`config.mk`:
```
export PLATFORM = sky130hd
export DESIGN_NAME = prs_scaler
export DESIGN_NICKNAME = d
export VERILOG_FILES = /design/src/core/prs_pkg.sv /design/src/core/prs_gray_map.sv /design/src/core/prs_scaler.sv
export SDC_FILE = /design/constraint.sdc
export NUM_CORES = 1
export LEC_CHECK = 0
export ABC_CLOCK_PERIOD_IN_PS = 16900
export BUFFER_PORTS_ARGS = -buffer_cell sky130_fd_sc_hd__buf_2
export CORE_ASPECT_RATIO = 1.5
export CORE_MARGIN = 4
export CORE_UTILIZATION = 50
export CTS_CLUSTER_SIZE = 14
export DETAILED_ROUTE_END_ITERATION = 8
export GPL_ROUTABILITY_DRIVEN = 0
export PLACE_DENSITY = 0.72
export SYNTH_ARGS = -nofsm -noshare
export SYNTH_HDL_FRONTEND = slang
export SYNTH_SLANG_ARGS = --single-unit
```
`constraint.sdc`:
```
create_clock -name clk -period 16.9 [get_ports clk]
set_input_delay 0.845 -clock clk [delete_from_list [all_inputs] [get_ports clk]]
set_output_delay 0.845 -clock clk [all_outputs]
set_load 0.005 [all_outputs]
```
`src/core/prs_pkg.sv`:
```
// Package: register map, field positions and timing for the scaler
package prs_pkg;
    localparam int POS_W = 18;
    localparam int RES_W = 19;
    localparam int PROD_W = POS_W + RES_W;

    localparam logic [7:0] ADDR_OUTPUT_MODE = 8'h07;
    localparam logic [7:0] ADDR_SCALER_CTRL = 8'h0b;
    localparam logic [7:0] ADDR_OFFSET_LOW = 8'h0c;
    localparam logic [7:0] ADDR_OFFSET_MID = 8'h0d;
    localparam logic [7:0] ADDR_INTERP_HIGH = 8'h0e;
    localparam logic [7:0] ADDR_SCALE_LOW = 8'h0f;
    localparam logic [7:0] ADDR_SCALE_MID = 8'h10;
    localparam logic [7:0] ADDR_SCALE_HIGH = 8'h11;
    localparam logic [7:0] ADDR_POS_STATUS = 8'h12;

    localparam int BIT_MODE_SEL = 4;
    localparam int BIT_DIR = 5;
    localparam int BIT_SCALER_DISABLE = 1;
    localparam int BIT_ABS_RES_SEL = 2;
    localparam int BIT_ABZ_TRISTATE = 3;
    localparam int BIT_HALT = 5;
    localparam int BIT_FORCE_LOW_N = 6;
    localparam int BIT_POS_VALID = 0;

    localparam logic [7:0] RST_OUTPUT_MODE = 8'h00;
    localparam logic [7:0] RST_SCALER_CTRL = 8'h08;
    localparam logic [7:0] RST_OFFSET = 8'h00;
    localparam logic [7:0] RST_SCALE_LOW = 8'h7f;
    localparam logic [7:0] RST_SCALE_MID = 8'h7f;
    localparam logic [7:0] RST_SCALE_HIGH = 8'h0f;

    localparam logic [17:0] SCALE_MIN = 18'h00003;
    localparam logic [17:0] SCALE_MAX = 18'h3ffff;

    localparam int CLK_PERIOD_NS = 50;
    localparam int POWER_OK_DELAY_NS = 10000;
    localparam int POWER_OK_CYCLES =
        (POWER_OK_DELAY_NS + CLK_PERIOD_NS - 1) / CLK_PERIOD_NS;
    localparam int PWR_CNT_W = 8;
endpackage : prs_pkg

```
`src/core/prs_gray_map.sv`:
```
// Centred Gray mapping of a scaled count and its excess
`timescale 1ns/1ns
`default_nettype none
module prs_gray_map (
    input  wire logic [17:0] scale,
    input  wire logic [17:0] count,
    output logic      [17:0] excess,
    output logic      [17:0] gray
);
    logic [18:0] full_span;
    logic [18:0] res;
    logic [17:0] shifted;
    int          msb;

    always_comb begin
        msb = 0;
        for (int i = 0; i < 18; i++) begin
            if (scale[i]) begin
                msb = i;
            end
        end
        // N = index of top set bit + 1; power-of-two sizes give zero excess
        full_span = 19'h00001 << (msb + 1);
        res = {1'b0, scale} + 19'h00001;
        excess = 18'((full_span - res) >> 1);
        shifted = count + excess;
        gray = shifted ^ (shifted >> 1);
    end
endmodule : prs_gray_map
`default_nettype wire

```
`src/core/prs_scaler.sv`:
```
// Programmable resolution scaler with register file and outputs
//
// Summary of operation
// - Scale register holds wanted counts per revolution minus one, 4 to 262144.
// - Scale bits 17:14, 13:7, 6:0 come from registers 0x11, 0x10, 0x0f.
// - Power-of-two resolutions output Gray from zero to scale, one-bit steps.
// - Power-of-two: Gray zero at disc zero, MSB falling edge, normal direction.
// - Other resolutions use central span of n-bit Gray code, wrap included.
// - Excess equals two to the N minus resolution, halved.
// - Other resolutions output the excess at disc zero.
// - Scaler runs while halt bit is 0, stops while it is 1.
// - Clearing halt restarts scaler from zero, which counts the short way round to current position.
// - With scaled absolute, position-valid reads 0 during catch-up, 1 once outputs valid.
// - Output-normal 0 with tristate off forces quadrature and index low.
// - Mode bit 0 selects interface mode, 1 selects parallel mode.
// - Interface mode gives absolute word and quadrature A and B.
// - Interface mode with scaler enabled: programmable resolution plus index.
// - Two Gray outputs carry top two bits of full absolute position.
// - A power-ok output signals the device is ready.
// - Disable bit 0 enables the scaler, 1 bypasses it.
// - Absolute-select 0 uses scaled resolution, 1 maximum resolution.
// - Effective direction is pin XOR register bit.
// - Offset bits 17:14, 13:7, 6:0 come from registers 0x0e, 0x0d, 0x0c.
`timescale 1ns/1ns
`default_nettype none
module prs_scaler (
    input  wire logic        clk,
    input  wire logic        reset_n,
    input  wire logic [7:0]  reg_addr,
    input  wire logic [7:0]  reg_wdata,
    input  wire logic        reg_write,
    output logic      [7:0]  reg_rdata,
    input  wire logic [17:0] abs_position,
    input  wire logic        abs_position_ok,
    input  wire logic        dir_pin,
    output logic             quad_a_out,
    output logic             quad_b_out,
    output logic             index_out,
    output logic             abz_oe,
    output logic             gray_msb_out,
    output logic             gray_msb1_out,
    output logic             power_ok_out,
    output logic             parallel_mode,
    output logic      [17:0] abs_word_out,
    output logic             position_valid
);
    localparam int PROD_W_L = prs_pkg::PROD_W;
    localparam int PWR_W_L = prs_pkg::PWR_CNT_W;
    // Settling count sized to the counter so the compare is exact
    localparam logic [PWR_W_L-1:0] PWR_DONE =
        PWR_W_L'(prs_pkg::POWER_OK_CYCLES);

    logic [7:0]  output_mode_config;
    logic [7:0]  scaler_ctrl;
    logic [7:0]  offset_low_bits;
    logic [7:0]  offset_mid_bits;
    logic [7:0]  interp_and_offset_high;
    logic [7:0]  scale_low_bits;
    logic [7:0]  scale_mid_bits;
    logic [7:0]  scale_high_and_control;
    logic [17:0] scale_count_minus_one;
    logic [17:0] position_offset;
    logic        scaler_halt;
    logic        abz_force_low_n;
    logic        abz_tristate;
    logic        scaler_disable;
    logic        absolute_res_sel;
    logic        output_mode_sel;
    logic        count_dir;
    logic        halt_q;
    logic [17:0] rel_pos;
    logic [PROD_W_L-1:0] product;
    logic [17:0] target;
    logic [17:0] count;
    logic [17:0] next_count;
    logic [18:0] diff;
    logic [18:0] res;
    logic [17:0] excess;
    logic [17:0] scaled_gray;
    logic [17:0] full_gray;
    logic [prs_pkg::PWR_CNT_W-1:0] pwr_cnt;
    logic        quad_a;
    logic        quad_b;
    logic        index;

    always_comb begin
        scale_count_minus_one = {scale_high_and_control[3:0],
                                 scale_mid_bits[6:0],
                                 scale_low_bits[6:0]};
        position_offset = {interp_and_offset_high[3:0],
                           offset_mid_bits[6:0],
                           offset_low_bits[6:0]};
        scaler_halt = scale_high_and_control[prs_pkg::BIT_HALT];
        abz_force_low_n = scale_high_and_control[prs_pkg::BIT_FORCE_LOW_N];
        abz_tristate = scaler_ctrl[prs_pkg::BIT_ABZ_TRISTATE];
        scaler_disable = scaler_ctrl[prs_pkg::BIT_SCALER_DISABLE];
        absolute_res_sel = scaler_ctrl[prs_pkg::BIT_ABS_RES_SEL];
        output_mode_sel = output_mode_config[prs_pkg::BIT_MODE_SEL];
        count_dir = dir_pin ^ output_mode_config[prs_pkg::BIT_DIR];
    end

    // Register writes
    always_ff @(posedge clk) begin
        if (!reset_n) begin
            output_mode_config <= prs_pkg::RST_OUTPUT_MODE;
            scaler_ctrl <= prs_pkg::RST_SCALER_CTRL;
            offset_low_bits <= prs_pkg::RST_OFFSET;
            offset_mid_bits <= prs_pkg::RST_OFFSET;
            interp_and_offset_high <= prs_pkg::RST_OFFSET;
            scale_low_bits <= prs_pkg::RST_SCALE_LOW;
            scale_mid_bits <= prs_pkg::RST_SCALE_MID;
            scale_high_and_control <= prs_pkg::RST_SCALE_HIGH;
        end else if (reg_write) begin
            unique case (reg_addr)
                prs_pkg::ADDR_OUTPUT_MODE: output_mode_config <= reg_wdata;
                prs_pkg::ADDR_SCALER_CTRL: scaler_ctrl <= reg_wdata;
                prs_pkg::ADDR_OFFSET_LOW: offset_low_bits <= reg_wdata;
                prs_pkg::ADDR_OFFSET_MID: offset_mid_bits <= reg_wdata;
                prs_pkg::ADDR_INTERP_HIGH: interp_and_offset_high <= reg_wdata;
                prs_pkg::ADDR_SCALE_LOW: scale_low_bits <= reg_wdata;
                prs_pkg::ADDR_SCALE_MID: scale_mid_bits <= reg_wdata;
                prs_pkg::ADDR_SCALE_HIGH: scale_high_and_control <= reg_wdata;
                default: ;
            endcase
        end
    end

    always_comb begin
        unique case (reg_addr)
            prs_pkg::ADDR_OUTPUT_MODE: reg_rdata = output_mode_config;
            prs_pkg::ADDR_SCALER_CTRL: reg_rdata = scaler_ctrl;
            prs_pkg::ADDR_OFFSET_LOW: reg_rdata = offset_low_bits;
            prs_pkg::ADDR_OFFSET_MID: reg_rdata = offset_mid_bits;
            prs_pkg::ADDR_INTERP_HIGH: reg_rdata = interp_and_offset_high;
            prs_pkg::ADDR_SCALE_LOW: reg_rdata = scale_low_bits;
            prs_pkg::ADDR_SCALE_MID: reg_rdata = scale_mid_bits;
            prs_pkg::ADDR_SCALE_HIGH: reg_rdata = scale_high_and_control;
            prs_pkg::ADDR_POS_STATUS:
                reg_rdata = {7'h00, position_valid};
            default: reg_rdata = 8'h00;
        endcase
    end

    // Offset applied at full resolution, then mapped onto the scaled range
    always_comb begin
        rel_pos = abs_position - position_offset;
        if (count_dir) begin
            rel_pos = 18'h00000 - rel_pos;
        end
        res = {1'b0, scale_count_minus_one} + 19'h00001;
        product = PROD_W_L'(rel_pos) * PROD_W_L'(res);
        target = product[35:18];
        if (target >= count) begin
            diff = {1'b0, target - count};
        end else begin
            diff = 19'({1'b0, target} + res - {1'b0, count});
        end
    end

    // Catch-up: one edge per clock, short way round, wrapping at the scale
    always_comb begin
        next_count = count;
        if (diff != 19'h00000) begin
            if (diff <= (res >> 1)) begin
                next_count = (count == scale_count_minus_one) ?
                             18'h00000 : count + 18'h00001;
            end else begin
                next_count = (count == 18'h00000) ?
                             scale_count_minus_one : count - 18'h00001;
            end
        end
    end

    always_ff @(posedge clk) begin
        if (!reset_n) begin
            halt_q <= 1'b0;
        end else begin
            halt_q <= scaler_halt;
        end
    end

    always_ff @(posedge clk) begin
        if (!reset_n) begin
            count <= 18'h00000;
        end else if (scaler_halt || halt_q) begin
            // Restart begins from zero once halt releases
            count <= 18'h00000;
        end else begin
            count <= next_count;
        end
    end

    // Valid follows the interpolator when absolute is at full resolution
    always_ff @(posedge clk) begin
        if (!reset_n) begin
            position_valid <= 1'b0;
        end else if (scaler_halt || halt_q) begin
            position_valid <= 1'b0;
        end else if (absolute_res_sel) begin
            position_valid <= abs_position_ok;
        end else begin
            position_valid <= abs_position_ok &&
                              (diff == 19'h00000);
        end
    end

    prs_gray_map u_gray_map (
        .scale  (scale_count_minus_one),
        .count  (count),
        .excess (excess),
        .gray   (scaled_gray)
    );

    always_comb begin
        full_gray = abs_position ^ (abs_position >> 1);
        if (scaler_disable) begin
            quad_a = abs_position[1];
            quad_b = abs_position[1] ^ abs_position[0];
            index = 1'b0;
        end else begin
            quad_a = count[1];
            quad_b = count[1] ^ count[0];
            index = (count[17:2] == 16'h0000) && count[1];
        end
    end

    // Data outputs registered
    always_ff @(posedge clk) begin
        if (!reset_n) begin
            quad_a_out <= 1'b0;
            quad_b_out <= 1'b0;
            index_out <= 1'b0;
        end else if (!abz_force_low_n || output_mode_sel) begin
            quad_a_out <= 1'b0;
            quad_b_out <= 1'b0;
            index_out <= 1'b0;
        end else begin
            quad_a_out <= quad_a;
            quad_b_out <= quad_b;
            index_out <= index;
        end
    end

    always_ff @(posedge clk) begin
        if (!reset_n) begin
            abs_word_out <= 18'h00000;
            gray_msb_out <= 1'b0;
            gray_msb1_out <= 1'b0;
        end else begin
            if (absolute_res_sel || scaler_disable) begin
                abs_word_out <= full_gray;
            end else begin
                abs_word_out <= scaled_gray;
            end
            gray_msb_out <= full_gray[17];
            gray_msb1_out <= full_gray[16];
        end
    end

    // Power-ok after a settling delay out of reset
    always_ff @(posedge clk) begin
        if (!reset_n) begin
            pwr_cnt <= '0;
            power_ok_out <= 1'b0;
        end else if (pwr_cnt == PWR_DONE) begin
            power_ok_out <= 1'b1;
        end else begin
            pwr_cnt <= pwr_cnt + PWR_W_L'(1);
        end
    end

    always_comb begin
        abz_oe = !abz_tristate && !output_mode_sel;
        parallel_mode = output_mode_sel;
    end
endmodule : prs_scaler
`default_nettype wire

```
==> impl_metrics.env <==
export IMPL_outcome="finished, final reports clean"
export IMPL_cp_start_kind="input port"
export IMPL_die_area_um2=49900
export IMPL_max_freq_mhz=65.3
export IMPL_diodes=0
export IMPL_yosys_area_share_simple=0.202
export IMPL_synth_xor_area_share=0.0736
export IMPL_final_util=0.540
export IMPL_synth_top_family_by_area="adder cells"
export IMPL_antenna_found_initial=1
export IMPL_synthTopCellsByArea="fa_1 25%, ha_1 12%, dfxtp_1 10%, inv_1 7.2%, nand2_1 5.9%"
export IMPL_htree_levels=4
export IMPL_ys_ff_latch=116
export IMPL_cts_setup_buffers=0
export IMPL_firstDrtPassIters=8
export IMPL_combPwrFrac=0.782
export IMPL_cts_buffers=17
export IMPL_rr_worst_depth=51
export IMPL_p_switching_mw=1.80
export IMPL_ys_flop_type="dfxtp_1"
export IMPL_setup_viol=0
export IMPL_synth_compound_area_frac=0.148
export IMPL_wl_per_cell_um=21.7
export IMPL_synth_common_cells="442 x inv_1, 366 x nand2_1, 291 x fa_1, 221 x nor2_1, 216 x ha_1"
export IMPL_finalHoldViolations=0
export IMPL_drc_errors=0
export IMPL_synth_warnings=0
export IMPL_reg_top3="abs_word_out x18, count x18"
export IMPL_max_cap_violations=0
export IMPL_core_region_area_um2=45800
export IMPL_synth_net_count=3422
export IMPL_synthesis_instances=2876
export IMPL_min_period_over_period=0.907
export IMPL_path_class="in -> reg"
export IMPL_ctsLongestPathBuffers=2
export IMPL_rows=96
export IMPL_rsz0062_at_grt="false"
export IMPL_timing_critical_path_slowest_cell_delay_ns=0.93
export IMPL_clkLatencyLatePin_ns=0.43
export IMPL_synth_fa_ha_area_frac=0.368
export IMPL_drt_vias_per_instance=6.13
export IMPL_yosysMostFrequentCell="inv_1"
export IMPL_grt_pass1_vias=22300
export IMPL_root_buffer="clkbuf_16"
export IMPL_synth_edff_count=0
export IMPL_finalMaxSlewViolations=0
export IMPL_syn_area_um2=23200
export IMPL_fp_dieH_um=272
export IMPL_synth_largest_area_cell="fa_1"
export IMPL_portBuffers=73
export IMPL_cts_tree="built"
export IMPL_max_vdd_ir_drop_mv=0.154
export IMPL_num_io_pins=74
export IMPL_min_path_cells=2
export IMPL_cts_hold_buf=0
export IMPL_vias=21400
export IMPL_clockPowerShare=0.110
export IMPL_min_period_ns=15.32
export IMPL_async_flop_share=0
export IMPL_worst_pin_slew_ns=1.12
export IMPL_seqPwrFrac=0.108
export IMPL_drive_gt1_frac=0.0768
export IMPL_p_per_area_nw_per_um2=137
export IMPL_setup_tns_ns=0
export IMPL_max_slew_margin=0.250
export IMPL_drt_wl_total_um=75800
export IMPL_cp_arrival_ns=15.62
export IMPL_cts_repair_resized=0
export IMPL_p_leak_nw=11.4
export IMPL_final_nets=3435
export IMPL_finClkSkew_ns=0.0132
export IMPL_drtIter0Drc=1862
export IMPL_seq_area_frac_synth=0.100
export IMPL_switching_share=0.531
export IMPL_grt_pass1_wl_um=117000
export IMPL_dp_hpwl_um=60300
export IMPL_grt_total_usage=0.298
export IMPL_fp_dieW_um=184
export IMPL_cts_sinks=116
export IMPL_synthMuxAreaShare=0.0129
export IMPL_cp_max_fo=22
export IMPL_hp_class="reg -> reg"
export IMPL_synth_top_area_frac=0.252
export IMPL_syn_to_final_growth_pct=6.72
export IMPL_endpoint_kind="flop"
export IMPL_grt_overflow=0
export IMPL_intPower_mw=1.59
export IMPL_postRouteAntennaNets=0
export IMPL_cp_data_required_time_ns=17.20
export IMPL_ys_types=96
export IMPL_start_util=0.506
export IMPL_clkTransAtPathRegs_ns=0.06
export IMPL_grt_max_degree=63
export IMPL_cp_slowest_cell="xnor2_1"
export IMPL_avgSynthCellArea_um2=8.05
==> cell type report <==
cell class / instances / area, µm²
Sequential cell: 116 / 2320
Clock inverter: 12 / 145
Timing Repair Buffer: 114 / 673
Fill cell: 4176 / 21100
Clock buffer: 20 / 467
Inverter: 449 / 1690
Tap cell: 588 / 736
Multi-Input combinational cell: 2191 / 18700
==> cell usage in the layout, fill, tap and decap left out, types with 19 or more instances in the layout <==
| cell | n |
|---|---|
| a211oi_1 | 19 |
| a21boi_0 | 47 |
| a21o_1 | 23 |
| a21oi_1 | 82 |
| and2_1 | 40 |
| and3_1 | 21 |
| buf_2 | 73 |
| buf_4 | 41 |
| dfxtp_1 | 116 |
| fa_1 | 291 |
| ha_1 | 216 |
| inv_1 | 442 |
| nand2_1 | 366 |
| nand2b_1 | 40 |
| nand3_1 | 111 |
| nand4_1 | 25 |
| nor2_1 | 221 |
| nor2b_1 | 24 |
| nor3_1 | 59 |
| nor4_1 | 19 |
| o211ai_1 | 19 |
| o21a_1 | 30 |
| o21ai_0 | 63 |
| xnor2_1 | 116 |
| xor2_1 | 69 |
==> worst max-delay path, delay by kind of cell <==
kind	cells	cell delay, ns
multiplexers	2	0.50
adder cells (fa/ha/maj)	12	5.16
XOR/XNOR	3	1.41
buffers and inverters	10	1.29
AND/OR/NAND/NOR	8	1.91
AO/OA/AOI/OAI	18	4.53
==> through the flow <==
step                std cells  power, mW  worst slack [ns]  instance area [µm²]  hold WS, ns
floorplan                2876       2.30              3.30                23200        0.441
global placement         3458       2.86              1.72                24100        0.451
detailed placement       3458       2.94              1.50                24100        0.454
CTS                      3490       3.34              1.84                24700        0.467
global route             3490       3.66             0.755                24700        0.488
finish                   3490       3.40              1.58                24700        0.465
==> worst paths after layout <==
| kind | from | to | slack, ns |
|---|---|---|---|
| worst max-delay path | abs_position[0] | count[16] | 1.58 |
| worst min-delay path | scaler_ctrl[7] | scaler_ctrl[7] | 0.46 |
| worst max register to register | offset_low_bits[2] | count[16] | 1.80 |
| worst min register to register | scaler_ctrl[7] | scaler_ctrl[7] | 0.46 |
==> cell families (layout without fill, tap and decap cells) <==
logic type	count (synthesis)	count (layout)
mux	28	28
flops	116	116
buf+inv	569	595
simple gates	995	995
xor+xnor	192	192
fa+ha+maj	507	507
compound gates	469	469
==> routing by layer <==
layer	GRT usage	share of wire	vias to the layer above
li1	-	-	9503
met1	0.317	0.33	10200
met2	0.517	0.48	1185
met3	0.0303	0.069	471
met4	0.262	0.11	0
met5	0	0	-
==> power groups by stage <==
stage	logic (mW)	clock network, mW	registers, mW
finish	2.66	0.375	0.366
global route	2.90	0.390	0.365
CTS	2.60	0.377	0.362
detailed placement	2.58	0	0.367
global placement	2.49	0	0.367
floorplan	1.96	0	0.333
(Power assumes the default switching activity.)
